File: config.mk
export PLATFORM = sky130hd
export DESIGN_NAME = tlas_top
export DESIGN_NICKNAME = d
export VERILOG_FILES = /design/src/tlas_pkg.sv /design/src/tlas_mon_scale.sv /design/src/tlas_top.sv
export SDC_FILE = /design/constraint.sdc
export NUM_CORES = 1
export LEC_CHECK = 0
export BUFFER_PORTS_ARGS = -buffer_cell sky130_fd_sc_hd__clkbuf_2
export CAP_MARGIN = 0
export CORE_MARGIN = 2
export CORE_UTILIZATION = 54
export DETAILED_ROUTE_END_ITERATION = 12
export PLACE_DENSITY_LB_ADDON = 0.3
export SYNTH_ARGS = -nofsm -noshare
export SYNTH_HDL_FRONTEND = slang
export SYNTH_SLANG_ARGS = --single-unit
File: constraint.sdc
create_clock -name i_sys_clk -period 19.75 [get_ports i_sys_clk]
set_input_delay 2.9625 -clock i_sys_clk [delete_from_list [all_inputs] [get_ports i_sys_clk]]
set_output_delay 2.9625 -clock i_sys_clk [all_outputs]
set_load 0.005 [all_outputs]
File: src/tlas_pkg.sv
// Constants for the terminal logic and analog select block
package tlas_pkg;
    // Gate operator codes
    localparam logic [1:0] OP_AND       = 2'h0;
    localparam logic [1:0] OP_OR        = 2'h1;
    localparam logic [1:0] OP_XOR       = 2'h2;
    // Internal output conditions usable as gate operands
    localparam int         NUM_COND     = 9;
    localparam int         NUM_TERM     = 3;
    localparam logic [3:0] FUNC_LOG     = 4'h9;
    // Frequency source select code for the analog inputs
    localparam logic [1:0] SRC_ANALOG   = 2'h1;
    // Analog configuration codes
    localparam logic [1:0] CFG_VI       = 2'h0;
    localparam logic [1:0] CFG_SUM      = 2'h1;
    localparam logic [1:0] CFG_VPOT     = 2'h2;
    localparam logic [1:0] CFG_IPOT     = 2'h3;
    // Monitor quantity codes
    localparam logic [1:0] QTY_FREQ     = 2'h0;
    localparam logic [1:0] QTY_CURR     = 2'h1;
    // Monitor level: 0..1000 is 0..10.00 V in 10 mV steps
    localparam logic [9:0]  MON_FS      = 10'h3E8;
    localparam logic [9:0]  IN_FS       = 10'h3FF;
    localparam logic [7:0]  GAIN_RST    = 8'h64;
    localparam logic [9:0]  OFFSET_RST  = 10'h000;
    // Full-scale level divided by unity gain (1000 / 100)
    localparam logic [21:0] MON_SCALE   = 22'h00000A;
    localparam logic [21:0] IN_FS_W     = 22'h0003FF;
endpackage : tlas_pkg

File: src/tlas_mon_scale.sv
// Monitor output scaler: offset plus gain-scaled fraction, saturated
`timescale 1ns/10ps
module tlas_mon_scale (
    // Clock and reset
    input  wire logic       i_sys_clk,
    input  wire logic       i_rstn,
    // Quantity and settings
    input  wire logic [9:0] i_quantity,
    input  wire logic [7:0] i_gain,
    input  wire logic [9:0] i_offset,
    // Scaled level
    output logic      [9:0] o_level
);
    logic [21:0] prod;
    logic [21:0] frac;
    logic [11:0] sum;
    logic [9:0]  nxt_level;
    logic [9:0]  level_ff;

    // Gain 100 maps a full-scale quantity onto the full 10 V span
    assign prod = 22'(i_quantity) * 22'(i_gain) * tlas_pkg::MON_SCALE;
    assign frac = prod / tlas_pkg::IN_FS_W;
    assign sum  = frac[11:0] + 12'(i_offset);
    // Saturate; unsigned math keeps it non-negative in either direction
    assign nxt_level = (sum > 12'(tlas_pkg::MON_FS)) ? tlas_pkg::MON_FS
                                                       : sum[9:0];

    // Registered so the top output comes straight from a flip-flop
    always_ff @(posedge i_sys_clk) begin
        if (!i_rstn) begin
            level_ff <= 10'h000;
        end else begin
            level_ff <= nxt_level;
        end
    end

    assign o_level = level_ff;
endmodule : tlas_mon_scale

File: src/tlas_top.sv
// Terminal logic gate, analog frequency command select and analog monitor
`timescale 1ns/10ps
module tlas_top (
    // Clock and reset
    input  wire logic        i_sys_clk,
    input  wire logic        i_rstn,
    // Logic gate configuration and conditions
    input  wire logic [8:0]  i_out_cond,
    input  wire logic [3:0]  i_operand_a_select,
    input  wire logic [3:0]  i_operand_b_select,
    input  wire logic [1:0]  i_gate_operator_select,
    // Output terminal function codes
    input  wire logic [3:0]  i_term11_func,
    input  wire logic [3:0]  i_term12_func,
    input  wire logic [3:0]  i_relay_func,
    // Analog input selection
    input  wire logic        i_input_kind_sel,
    input  wire logic        i_kind_sel_assigned,
    input  wire logic [1:0]  i_frequency_source_select,
    input  wire logic [1:0]  i_analog_input_config,
    input  wire logic [9:0]  i_vin_sense,
    input  wire logic [9:0]  i_iin_sense,
    input  wire logic [9:0]  i_keypad_pot,
    // Monitor configuration and quantities
    input  wire logic [1:0]  i_monitor_quantity_select,
    input  wire logic [9:0]  i_out_freq,
    input  wire logic [9:0]  i_out_current,
    input  wire logic        i_monitor_gain_wr,
    input  wire logic [7:0]  i_monitor_gain,
    input  wire logic        i_monitor_offset_wr,
    input  wire logic [9:0]  i_monitor_offset,
    // Terminal outputs
    output logic             o_gate_result,
    output logic             o_term11,
    output logic             o_term12,
    output logic             o_relay,
    // Frequency command
    output logic             o_freq_cmd_valid,
    output logic      [10:0] o_freq_cmd,
    // Monitor settings and level
    output logic      [7:0]  o_monitor_gain,
    output logic      [9:0]  o_monitor_offset,
    output logic      [9:0]  o_monitor_output
);
    logic              opnd_a;
    logic              opnd_b;
    logic              gate_now;
    logic [3:0]        term_func [tlas_pkg::NUM_TERM];
    logic [tlas_pkg::NUM_TERM-1:0] nxt_term;
    logic [tlas_pkg::NUM_TERM-1:0] term_ff;
    logic              gate_ff;
    logic [10:0]       v_w;
    logic [10:0]       i_w;
    logic [10:0]       pot_w;
    logic [10:0]       sum_w;
    logic [10:0]       cfg_sel;
    logic [10:0]       nxt_freq_cmd;
    logic              nxt_freq_valid;
    logic [10:0]       freq_cmd_ff;
    logic              freq_valid_ff;
    logic [9:0]        mon_qty;
    logic [7:0]        gain_ff;
    logic [9:0]        offset_ff;
    logic [9:0]        nxt_offset;

    // Operand selection; a code above eight reads as a false condition
    assign opnd_a = (i_operand_a_select < 4'(tlas_pkg::NUM_COND))
                    ? i_out_cond[i_operand_a_select] : 1'b0;
    assign opnd_b = (i_operand_b_select < 4'(tlas_pkg::NUM_COND))
                    ? i_out_cond[i_operand_b_select] : 1'b0;

    // Boolean operator; the unused code gives a steady 0
    assign gate_now = (i_gate_operator_select == tlas_pkg::OP_AND) ? (opnd_a & opnd_b)
                    : (i_gate_operator_select == tlas_pkg::OP_OR)  ? (opnd_a | opnd_b)
                    : (i_gate_operator_select == tlas_pkg::OP_XOR) ? (opnd_a ^ opnd_b)
                    : 1'b0;

    assign term_func[0] = i_term11_func;
    assign term_func[1] = i_term12_func;
    assign term_func[2] = i_relay_func;

    // Each terminal shows the gate for code 09, the chosen condition for codes below 9, else 0
    for (genvar t = 0; t < tlas_pkg::NUM_TERM; t++) begin : g_term
        assign nxt_term[t] = (term_func[t] == tlas_pkg::FUNC_LOG) ? gate_now
                           : (term_func[t] < 4'(tlas_pkg::NUM_COND))
                             ? i_out_cond[term_func[t]] : 1'b0;
    end

    // Gate and terminal registers
    always_ff @(posedge i_sys_clk) begin
        if (!i_rstn) begin
            gate_ff <= 1'b0;
            term_ff <= '0;
        end else begin
            gate_ff <= gate_now;
            term_ff <= nxt_term;
        end
    end

    // Analog input widening so the sum cannot overflow
    assign v_w   = 11'(i_vin_sense);
    assign i_w   = 11'(i_iin_sense);
    assign pot_w = 11'(i_keypad_pot);
    assign sum_w = v_w + i_w;

    // Configuration decode; with no kind-select terminal the inputs always sum
    assign cfg_sel = !i_kind_sel_assigned ? sum_w
        : (i_analog_input_config == tlas_pkg::CFG_SUM)  ? sum_w
        : (i_analog_input_config == tlas_pkg::CFG_VI)   ? (i_input_kind_sel ? i_w
                                                                             : v_w)
        : (i_analog_input_config == tlas_pkg::CFG_VPOT) ? (i_input_kind_sel ? pot_w
                                                                             : v_w)
        : (i_input_kind_sel ? pot_w : i_w);

    // Analog inputs command frequency only when they are the chosen source
    assign nxt_freq_valid = (i_frequency_source_select == tlas_pkg::SRC_ANALOG);
    assign nxt_freq_cmd   = nxt_freq_valid ? cfg_sel : 11'h000;

    // Frequency command registers
    always_ff @(posedge i_sys_clk) begin
        if (!i_rstn) begin
            freq_cmd_ff   <= 11'h000;
            freq_valid_ff <= 1'b0;
        end else begin
            freq_cmd_ff   <= nxt_freq_cmd;
            freq_valid_ff <= nxt_freq_valid;
        end
    end

    // Monitor quantity; unused codes drive only the offset level
    assign mon_qty = (i_monitor_quantity_select == tlas_pkg::QTY_FREQ) ? i_out_freq
                   : (i_monitor_quantity_select == tlas_pkg::QTY_CURR) ? i_out_current
                   : 10'h000;

    // Offset writes above 10 V clamp rather than wrap
    assign nxt_offset = (i_monitor_offset > tlas_pkg::MON_FS) ? tlas_pkg::MON_FS
                                                              : i_monitor_offset;

    // Gain and offset settings with their initial values
    always_ff @(posedge i_sys_clk) begin
        if (!i_rstn) begin
            gain_ff   <= tlas_pkg::GAIN_RST;
            offset_ff <= tlas_pkg::OFFSET_RST;
        end else begin
            if (i_monitor_gain_wr) begin
                gain_ff <= i_monitor_gain;
            end
            if (i_monitor_offset_wr) begin
                offset_ff <= nxt_offset;
            end
        end
    end

    // Scaler output is its own register
    tlas_mon_scale u_scale (
        .i_sys_clk  (i_sys_clk),
        .i_rstn     (i_rstn),
        .i_quantity (mon_qty),
        .i_gain     (gain_ff),
        .i_offset   (offset_ff),
        .o_level    (o_monitor_output)
    );

    assign o_gate_result    = gate_ff;
    assign o_term11         = term_ff[0];
    assign o_term12         = term_ff[1];
    assign o_relay          = term_ff[2];
    assign o_freq_cmd       = freq_cmd_ff;
    assign o_freq_cmd_valid = freq_valid_ff;
    assign o_monitor_gain   = gain_ff;
    assign o_monitor_offset = offset_ff;
endmodule : tlas_top

Yosys cells after proc, flatten, opt, wreduce, memory -nomap -nowiden --
Cells that the tools add are included.
Storage, ports and cells: bits in registers 44, bits in latches 0, bits in writable memories 0, bits in read-only memories 0, input port bits 111, output and inout bits 44, word-level logic and storage cells 75, memories 0
Operators by class: $add $sub $neg 2, multiply operators 2, div/mod/pow operators 1, $lt $le $gt $ge 12, equal/unequal tests 9, shifts and indexed selects 0, mux-type cells 32, bitwise gates (word level) 4, reduce and logical (&&, ||, !) cells 5
Operators with widths (count):
- two-way mux 10 bit | 9
- < comparator 4 x 5 -> 1 bit, second input constant | 5
- divider 22 x 10 -> 22 bit, second input constant | 1
- two-way mux 11 bit | 2
- multiplier 18 x 3 -> 21 bit, second input constant | 1
- binary-select mux 1 bit (select 4 bit) | 5
- < comparator 4 bit, second input constant | 5
- multiplier 10 x 8 -> 18 bit | 1
- two-way mux 1 bit | 16
- adder 12 x 10 -> 12 bit | 1
- == test 4 bit, second input constant | 3
- greater-than comparator 12 x 10 -> 1 bit, second input constant | 1
- adder 10 x 10 -> 11 bit | 1
- greater-than comparator 10 bit, second input constant | 1
- == test 2 x 1 -> 1 bit, second input constant | 4
- logical NOT 2 bit | 3
- == test 2 bit, second input constant | 2
- AND reduction 2 bit | 1
- OR reduction 2 bit | 1
- AND 1 bit | 1
- NOT 1 bit | 1
- bitwise OR 1 bit | 1
- XOR 1 bit | 1

Longest topological paths before layout --
Gate-level depths: netlist (run 1).
word-level depth 9, depth in mapped cells 79, mapped depth without buffers 74

Cells and area by module --
Synthesis (run 1) repeated with hierarchy kept, for this count alone.
Second synthesis, totals: cell total of the unflattened synthesis 1340, area, all modules 10480.1 µm²
Modules (own cells, without submodules):
- tlas_mon_scale | instances 1, cells each 1052, area each 7988.9 µm², seq. area each 200.2 µm²
- tlas_top | instances 1, cells each 288, area each 2491.1 µm², seq. area each 680.7 µm²

Least setup slack after synthesis (run 1) --
OpenSTA, ideal clock, no wires.
kind input port to flip-flop, start point input i_monitor_quantity_select[0], end point register u_scale.level_ff[0], in the netlist u_scale.o_level[0], setup time 0.060 ns, arrival 18.639 ns, required time 19.690 ns, path slack 1.051 ns, cell stages on the path 71, buffers on the path 5, cell sequence clkbuf_1 mux2i_1 nor2_1 nand2_1 fa_1 fa_1 inv_1 fa_1 inv_1 fa_1 inv_1 ha_1 a21oi_1 o21bai_1 a21oi_1 o21bai_1 a21oi_1 o21bai_1 [... 35 more ...] and4bb_1 o21ai_1 o211ai_1 ha_1 fa_1 a21oi_1 nor2_1 nor2_1 o21bai_1 a21oi_1 o21bai_1 a21oi_1 nor2b_1 o21ai_0 a21oi_1 o32a_1 a41oi_1 and3_1
Between the ends: word-level cells in the longest chain between the ends 9, elaborated cells between the ends (all ways) 10, those cells by class 1 x add/sub; 2 x mul; 1 x div; 1 x order compare; 1 x eq/ne; 2 x mux; 2 x reduce/logical
Ends and longest elaborated chain:
- from (decl) | line tlas_top.sv:25 | input wire logic [1:0] i_monitor_quantity_select,
- == test 2 x 1 -> 1 bit | line tlas_top.sv:132 | : (i_monitor_quantity_select == tlas_pkg::QTY_CURR) ? i_out_current
- two-way mux 10 bit | line tlas_top.sv:132
- two-way mux 10 bit * | line tlas_top.sv:131 | assign mon_qty = (i_monitor_quantity_select == tlas_pkg::QTY_FREQ) ? i_out_freq
- multiplier 10 x 8 -> 18 bit * | line tlas_mon_scale.sv:21 | assign prod = 22'(i_quantity) * 22'(i_gain) * tlas_pkg::MON_SCALE;
- multiplier 18 x 3 -> 21 bit * | line tlas_mon_scale.sv:21
- divider 22 x 10 -> 22 bit * | line tlas_mon_scale.sv:22 | assign frac = prod / tlas_pkg::IN_FS_W;
- adder 12 x 10 -> 12 bit * | line tlas_mon_scale.sv:23 | assign sum = frac[11:0] + 12'(i_offset);
- greater-than comparator 12 x 10 -> 1 bit | line tlas_mon_scale.sv:25 | assign nxt_level = (sum > 12'(tlas_pkg::MON_FS)) ? tlas_pkg::MON_FS
- OR reduction 2 bit (no line)
- to (signal assigned) | line tlas_mon_scale.sv:33 | level_ff <= nxt_level;
- to (decl) | line tlas_mon_scale.sv:18 | logic [9:0] level_ff;
Mark *: on every way between the ends. The rest lies on a longest branch, timed or not. A chain may end at the register's enable or synchronous reset.

Final worst setup path (run 1) --
start point input i_monitor_quantity_select[0], end point register u_scale.level_ff[2], in the netlist u_scale.o_level[2]
Same word-level chain as after synthesis.

==> results of run 1 <==
[worst max-delay path by stage]
stage / startpoint / to / slack [ns] / depth (start not counted)
2_1_floorplan: i_monitor_quantity_select[0] / u_scale.o_level[0]$_SDFF_PP0_ / 1.05 / 71
6_report: i_monitor_quantity_select[0] / u_scale.o_level[2]$_SDFF_PP0_ / 0.97 / 69
4_1_cts: i_monitor_quantity_select[0] / u_scale.o_level[2]$_SDFF_PP0_ / 0.02 / 68
5_1_grt: i_monitor_quantity_select[0] / u_scale.o_level[4]$_SDFF_PP0_ / -0.10 / 71
3_5_place_dp: i_monitor_quantity_select[0] / u_scale.o_level[3]$_SDFF_PN0_ / -0.19 / 68
3_3_place_gp: i_monitor_quantity_select[0] / u_scale.o_level[3]$_SDFF_PN0_ / 0.05 / 67
[sequential cells by signal, indices dropped and copies added, names as in the netlist]
signal and cells:
o_freq_cmd 11, o_freq_cmd_valid 1, o_gate_result 1, o_monitor_gain 8
o_monitor_offset 10, term_ff 3, u_scale.o_level 10
[kinds of logic after synthesis]
| family | share of synthesized area |
|---|---|
| compound gates | 0.267 |
| xor+xnor | 0.0535 |
| fa+ha+maj | 0.214 |
| buf+inv | 0.0521 |
| flops | 0.0868 |
| mux | 0.0661 |
| simple gates | 0.260 |
[critical path, delay by kind of cell]
kind                       cells  cell delay, ns
and+or+nand+nor               16            4.12
adders and majority gates      9            3.69
AOI/OAI and AO/OA             32            6.17
buffers and inverters          6            0.67
muxes                          3            0.79
xor gates and xnor gates       3            0.54
[per-layer routing]
| layer | vias to the layer above | routed length, µm | track usage |
|---|---|---|---|
| met5 | - | 0 | 0 |
| met3 | 42 | 1580 | 0.0313 |
| met2 | 343 | 13900 | 0.479 |
| met4 | 0 | 371 | 0.0447 |
| met1 | 5052 | 12300 | 0.356 |
| li1 | 5192 | - | - |
[placed cells by master, fill, tap and decap left out, drive strengths merged, types with 16 or more instances in the layout]
| cell type | netlist | layout |
|---|---|---|
| o211ai | 19 | 19 |
| a31oi | 17 | 17 |
| buf | 12 | 69 |
| inv | 99 | 99 |
| nand2 | 90 | 90 |
| xor2 | 20 | 20 |
| xnor2 | 42 | 42 |
| mux2i | 37 | 37 |
| a211oi | 16 | 16 |
| o21ai | 48 | 48 |
| fa | 51 | 51 |
| o21bai | 21 | 21 |
| nor2 | 125 | 125 |
| nand3 | 45 | 45 |
| and3 | 23 | 23 |
| and2 | 81 | 81 |
| a21oi | 98 | 98 |
| clkbuf | 24 | 160 |
| nor3 | 31 | 31 |
| a21o | 29 | 29 |
| ha | 92 | 92 |
| dfxtp | 44 | 44 |
[cell type report]
cell class	instances	area, µm²	area share
clock buffers	6	129	0.0107
clock inverters	1	5.00	0.000416
inverters	100	375	0.0312
multi-input cells	1129	9070	0.753
flip-flops and latches	44	881	0.0731
well taps	234	293	0.0243
repair buffers	223	1290	0.107
[per-stage QoR]
stage	hold WS [ns]	cell area [µm²]
after floorplan	0.480	10100
after global placement	0.512	11400
after detailed placement	0.510	11400
after CTS	0.520	11600
after global routing	0.538	12000
final	0.526	12000
[repair_timing]
item / 4_1_cts / 5_1_grt
hold buffers: 0 / 0
setup endpoints to repair: 4 / 10
pin swaps: 0 / 19
gates resized for setup: 1 / 73
buffers inserted: 0 / 18
==> key figures, run 1 <==
Synth
  – Sequential area share after synthesis: 0.0868
  – Async SR Flop Fraction: 0
  – Yosys warning total: 0
  – Yosys top cell by area: ha_1
  – Synthesized area: between 10000 and 15000 µm²
  – Avg Inst Size Synth: slightly below 8 µm²
  – #FFs+latches synth: 44
  – Post-synth EDFFs: 0
  – Post-synth top area share: 0.113
  – Top area cells in the synthesized netlist: ha_1 (11%), fa_1 (10%), dfxtp_1 (8.7%)
  – Gate Count Post-Synth: between 1000 and 1500
  – Main synth FF type: dfxtp_1
  – Synthesized Nets: 1563
  – Post-synth top cells: nor2_1 (124), inv_1 (99), a21oi_1 (92), ha_1 (92), nand2_1 (89)
  – Unique cell type count in the Yosys netlist: 103
  – Cell with the most instances after synthesis: nor2_1

Floorplanning
  – # IOs: roughly 160
  – Chip width: between 100 and 150 µm
  – Core area: around 19000 µm²
  – Num rows: 50
  – Total die area: 19900 µm²
  – Initial core utilization: 0.546
  – Chip Height: about 140 µm

Critical path
  – RR Endpoint: u_scale.o_level[2]$_SDFF_PP0_
  – Reg2Reg Setup Slack: 3.65 ns
  – Reg-to-reg startpoint: o_monitor_gain[6]$_SDFFE_PN1P_
  – Reg2Reg Depth: 66
  – CP endpoint kind: flop
  – Startpoint types: input pin
  – CP most frequent cell: a21oi_2
  – Worst Path Required: about 20 ns
  – Delay of the slowest cell on the worst path: 0.66 ns
  – WS Path Type: input pin to flop
  – Slowest cell on the critical path: or4_4
  – Crit path arrival time: between 15 and 20 ns
  – Crit path max fanout: 10

Timing
  – Setup_tns: 0 ns
  – Post-layout min period: 18.78 ns
  – Measured slew at the worst slew-check pin: about 0.76 ns
  – Post-route setup slack: around 0.97 ns
  – Slew HR: 0.493
  – Layout Skew: about 0.004 ns
  – Count of final hold-check violations: 0
  – Fin crit share: 0.951
  – Max Transition Viols Final: 0
  – Top achievable clock speed: 53.3 MHz
  – Setup violations, final: 0

Worst hold path
  – Hold Crit Start: o_monitor_offset[4]$_SDFFE_PN0P_
  – Hold endpoint: o_monitor_offset[4]$_SDFFE_PN0P_
  – Hold Path Stages: 2
  – Worst Hold Class: flop to flop

Detailed routing
  – Drt initial violations: 854
  – Antenna Nets Post-Route: 0
  – Drt wl/cell: roughly 16 µm
  – Final WL: 28200 µm
  – # DRC: 0
  – Vias: 10629
  – Vias per cell: 6.12
  – Drt first pass iters: 5

GRT
  – First-pass GRT wire length: between 40000 and 50000 µm
  – Grt total ovfl: 0
  – GRT Total Usage: 0.269
  – Initial antenna violation count: 0
  – Pin count of the biggest net entering global routing: 25
  – Vias in the first global route: ~9900

Layout
  – Area grow syn2layout: 18.7%
  – Final cell count without fillers: between 1500 and 2000
  – Nets: 1757
  – Fill count: between 1500 and 2000
  – Final core utilization: 0.648
  – # diodes: 0
  – Layout cell share with drive strength beyond 1: 0.238

Status
  – Run status: finished clean

Placement
  – Detail Placement HPWL: 23100 µm
  – Cells after DPL: around 1700
  – RePlAce Congestion: roughly 0.93
  – Number of buffers added on ports: 154
  – Setup Slack @ Placement: -0.194 ns

Clock network
  – Inserted Clock Buffers: 5
  – Clock sink total: 44
  – CTS tree: yes
  – Skew-Pair Late Insertion Delay: about 0.28 ns
  – Clock tree buffer depth: 2
  – H-tree depth: 2
  – Clock Pin Slew Worst Setup and Hold Paths: ~0.06 ns
  – CTS Root Cell: clkbuf_16

Flow run
  – Max-cap violation count: 0
Power of run 1 is not shown: default switching activity piles up to over one toggle a cycle in this logic, so the estimate is an artifact.
==> inputs of run 2 (changes only) <==
--- a/config.mk
+++ b/config.mk
@@ -7,8 +7,8 @@
 export LEC_CHECK = 0
 export BUFFER_PORTS_ARGS = -buffer_cell sky130_fd_sc_hd__clkbuf_2
 export CAP_MARGIN = 0
-export CORE_MARGIN = 2
-export CORE_UTILIZATION = 54
+export CORE_MARGIN = 1
+export CORE_UTILIZATION = 40
 export DETAILED_ROUTE_END_ITERATION = 12
 export PLACE_DENSITY_LB_ADDON = 0.3
 export SYNTH_ARGS = -nofsm -noshare
==> run 2 against run 1 <==
Critical path type unchanged; die area is 31% higher; fmax about the same; cell count rose by 5.6%; sequential share of layout area fell by 0.094 points; critical path depth down 2; global-route usage fell by 5.9 points; final area grew 1.3%; worst setup slack worse by 0.0023 ns.
==> key figures, run 2 (same netlist as run 1, synthesis figures left out) <==
Status
  – Run status: finished clean

Layout
  – Fill count: 2463 (+58%)
  – Largest register FFs: 11 (unchanged)
  – # diodes: 0 (unchanged)
  – Area grow syn2layout: 20.3%
  – Commonest non-fill, non-tap cell in the layout: clkbuf_2
  – Commonest non-fill, non-tap cells in the layout: clkbuf_2 (153), nor2_1 (116), inv_1 (99)
  – Nets: 1763 (+0.34%)
  – Layout cell share with drive strength beyond 1: 0.238 (about the same)

Worst hold path
  – Worst Hold Class: flop to flop

Clock network
  – Cts hold-fix bufs: 0 (unchanged)
  – Inserted Clock Buffers: 5 (unchanged)
  – Skew-Pair Late Insertion Delay: 0.28 ns (about the same)
  – Clock tree buffer depth: 2 (unchanged)
  – CTS Root Cell: clkbuf_16
  – Clock sink total: 44 (unchanged)
  – Clock Pin Slew Worst Setup and Hold Paths: 0.07 ns (about the same)
  – CTS tree: yes
  – H-tree depth: 2 (unchanged)

Critical path
  – WP buf/inv: 5 (-1)
  – Startpoint types: input pin
  – Crit path arrival time: 18.91 ns (-0.09 ns)
  – CP most frequent cell: a21oi_1
  – Worst Path Required: 19.88 ns (-0.09 ns)
  – Crit path max fanout: 10 (unchanged)
  – Delay-heaviest family, CP: simple AND/OR/NAND/NOR gates
  – Slowest cell on the critical path: or4_4
  – CP endpoint kind: flop
  – WS Path Type: input pin to flop
  – Delay of the slowest cell on the worst path: 0.63 ns (-0.03 ns)

Floorplanning
  – Total die area: 26000 µm² (+31%)
  – Num rows: 57 (+14%)
  – Chip width: 161 µm (+14%)
  – # IOs: 155 (unchanged)
  – Core area: 24600 µm² (+32%)
  – Initial core utilization: 0.412 (-0.134)
  – Chip Height: 161 µm (+14%)

Placement
  – RePlAce Congestion: 0.901 (-3.3%)
  – Detail Placement HPWL: 23600 µm (+2.2%)
  – Number of buffers added on ports: 154 (unchanged)
  – Setup Slack @ Placement: -0.0181 ns (+0.176 ns)

Timing
  – Post-route setup slack: 0.973 ns (-0.00228 ns)
  – Layout Skew: 0.00602 ns (+0.00195 ns)
  – Setup violations, final: 0 (unchanged)
  – Post-layout min period: 18.78 ns (+0.00228 ns)
  – Top achievable clock speed: 53.3 MHz (about the same)
  – Measured slew at the worst slew-check pin: 0.792 ns (+0.0324 ns)
  – Max Transition Viols Final: 0 (unchanged)
  – Slew HR: 0.471 (-0.0216)
  – Count of final hold-check violations: 0 (unchanged)
  – Fin crit share: 0.951 (about the same)

GRT
  – GRT Total Usage: 0.210 (-0.0587)
  – Initial antenna violation count: 0 (unchanged)
  – Grt total ovfl: 0 (unchanged)
  – First-pass GRT wire length: 46400 µm (+1.7%)
  – Pin count of the biggest net entering global routing: 25 (unchanged)
  – Vias in the first global route: 9890 (+0.27%)

Detailed routing
  – Antenna Nets Post-Route: 0 (unchanged)
  – Vias per cell: 5.73 (-6.3%)
  – # DRC: 0 (unchanged)
  – Vias: 10513 (-1.1%)
  – Drt initial violations: 515 (-40%)
  – Drt wl/cell: 15.7 µm (-3.5%)
  – Drt first pass iters: 5 (unchanged)
  – Final WL: 28700 µm (+1.9%)

Flow run
  – Max-cap violation count: 0 (unchanged)
## run 2: changes by cell type in the layout (fill, tap and decap cells not counted), sizes merged
cell      delta
clkinv       -1
buf          +6
bufinv       +1
clkinvlp     +1
inv          +1
clkbuf       -1
## run 2: area by class of cell
| cell class | instances | area [µm²] | share of cell area |
|---|---|---|---|
| clock inverter | 3 | 46.3 | 0.00379 |
| timing repair buffer | 229 | 1340 | 0.110 |
| inverter | 100 | 375 | 0.0308 |
| clock buffer | 5 | 125 | 0.0103 |
| multi-input combinational | 1129 | 9030 | 0.740 |
| sequential | 44 | 881 | 0.0722 |
| tap | 324 | 405 | 0.0332 |
## run 2: per-layer routing
layer	vias to the layer above	GRT usage	routed length (µm)
met5	-	0	0
met4	0	0.0382	488
met3	34	0.0187	1100
met2	235	0.374	14200
met1	5039	0.277	12900
li1	5205	-	-
## run 2: path summary, 6_finish.rpt
kind,from,end,slack (ns),cells after the start
worst max-delay path,i_monitor_quantity_select[0],u_scale.o_level[3]$_SDFF_PN0_,0.97,67
worst min-delay path,o_monitor_offset[4]$_SDFFE_PN0P_,o_monitor_offset[4]$_SDFFE_PN0P_,0.54,2
worst max register to register,o_monitor_gain[7]$_SDFFE_PN0P_,u_scale.o_level[3]$_SDFF_PN0_,3.68,65
worst min register to register,o_monitor_offset[4]$_SDFFE_PN0P_,o_monitor_offset[4]$_SDFFE_PN0P_,0.54,2
## run 2: metrics by stage
| step | cells | hold WS [ns] | setup TNS (ns) | util | area (µm²) |
|---|---|---|---|---|---|
| global route | 1834 | 0.600 | -0.00767 | 0.496 | 12200 |
| finish | 1834 | 0.544 | 0 | 0.496 | 12200 |
| CTS | 1821 | 0.556 | 0 | 0.480 | 11800 |
| global placement | 1813 | 0.507 | 0 | 0.473 | 11600 |
| detailed placement | 1813 | 0.544 | -0.0207 | 0.473 | 11600 |
| floorplan | 1309 | 0.480 | 0 | - | 10100 |
## run 2: worst min-delay path: stages, from the launching register on
cell,delay (ns)
dfxtp_1,0.34
nand2b_1,0.09
a21oi_1,0.06
## run 2: timing repair
action	4_1_cts	5_1_grt
setup endpoints to repair	0	10
buffers inserted	0	13
hold endpoints to repair	0	0
resized for setup	0	66
Power of run 2 is left out for the same reason.
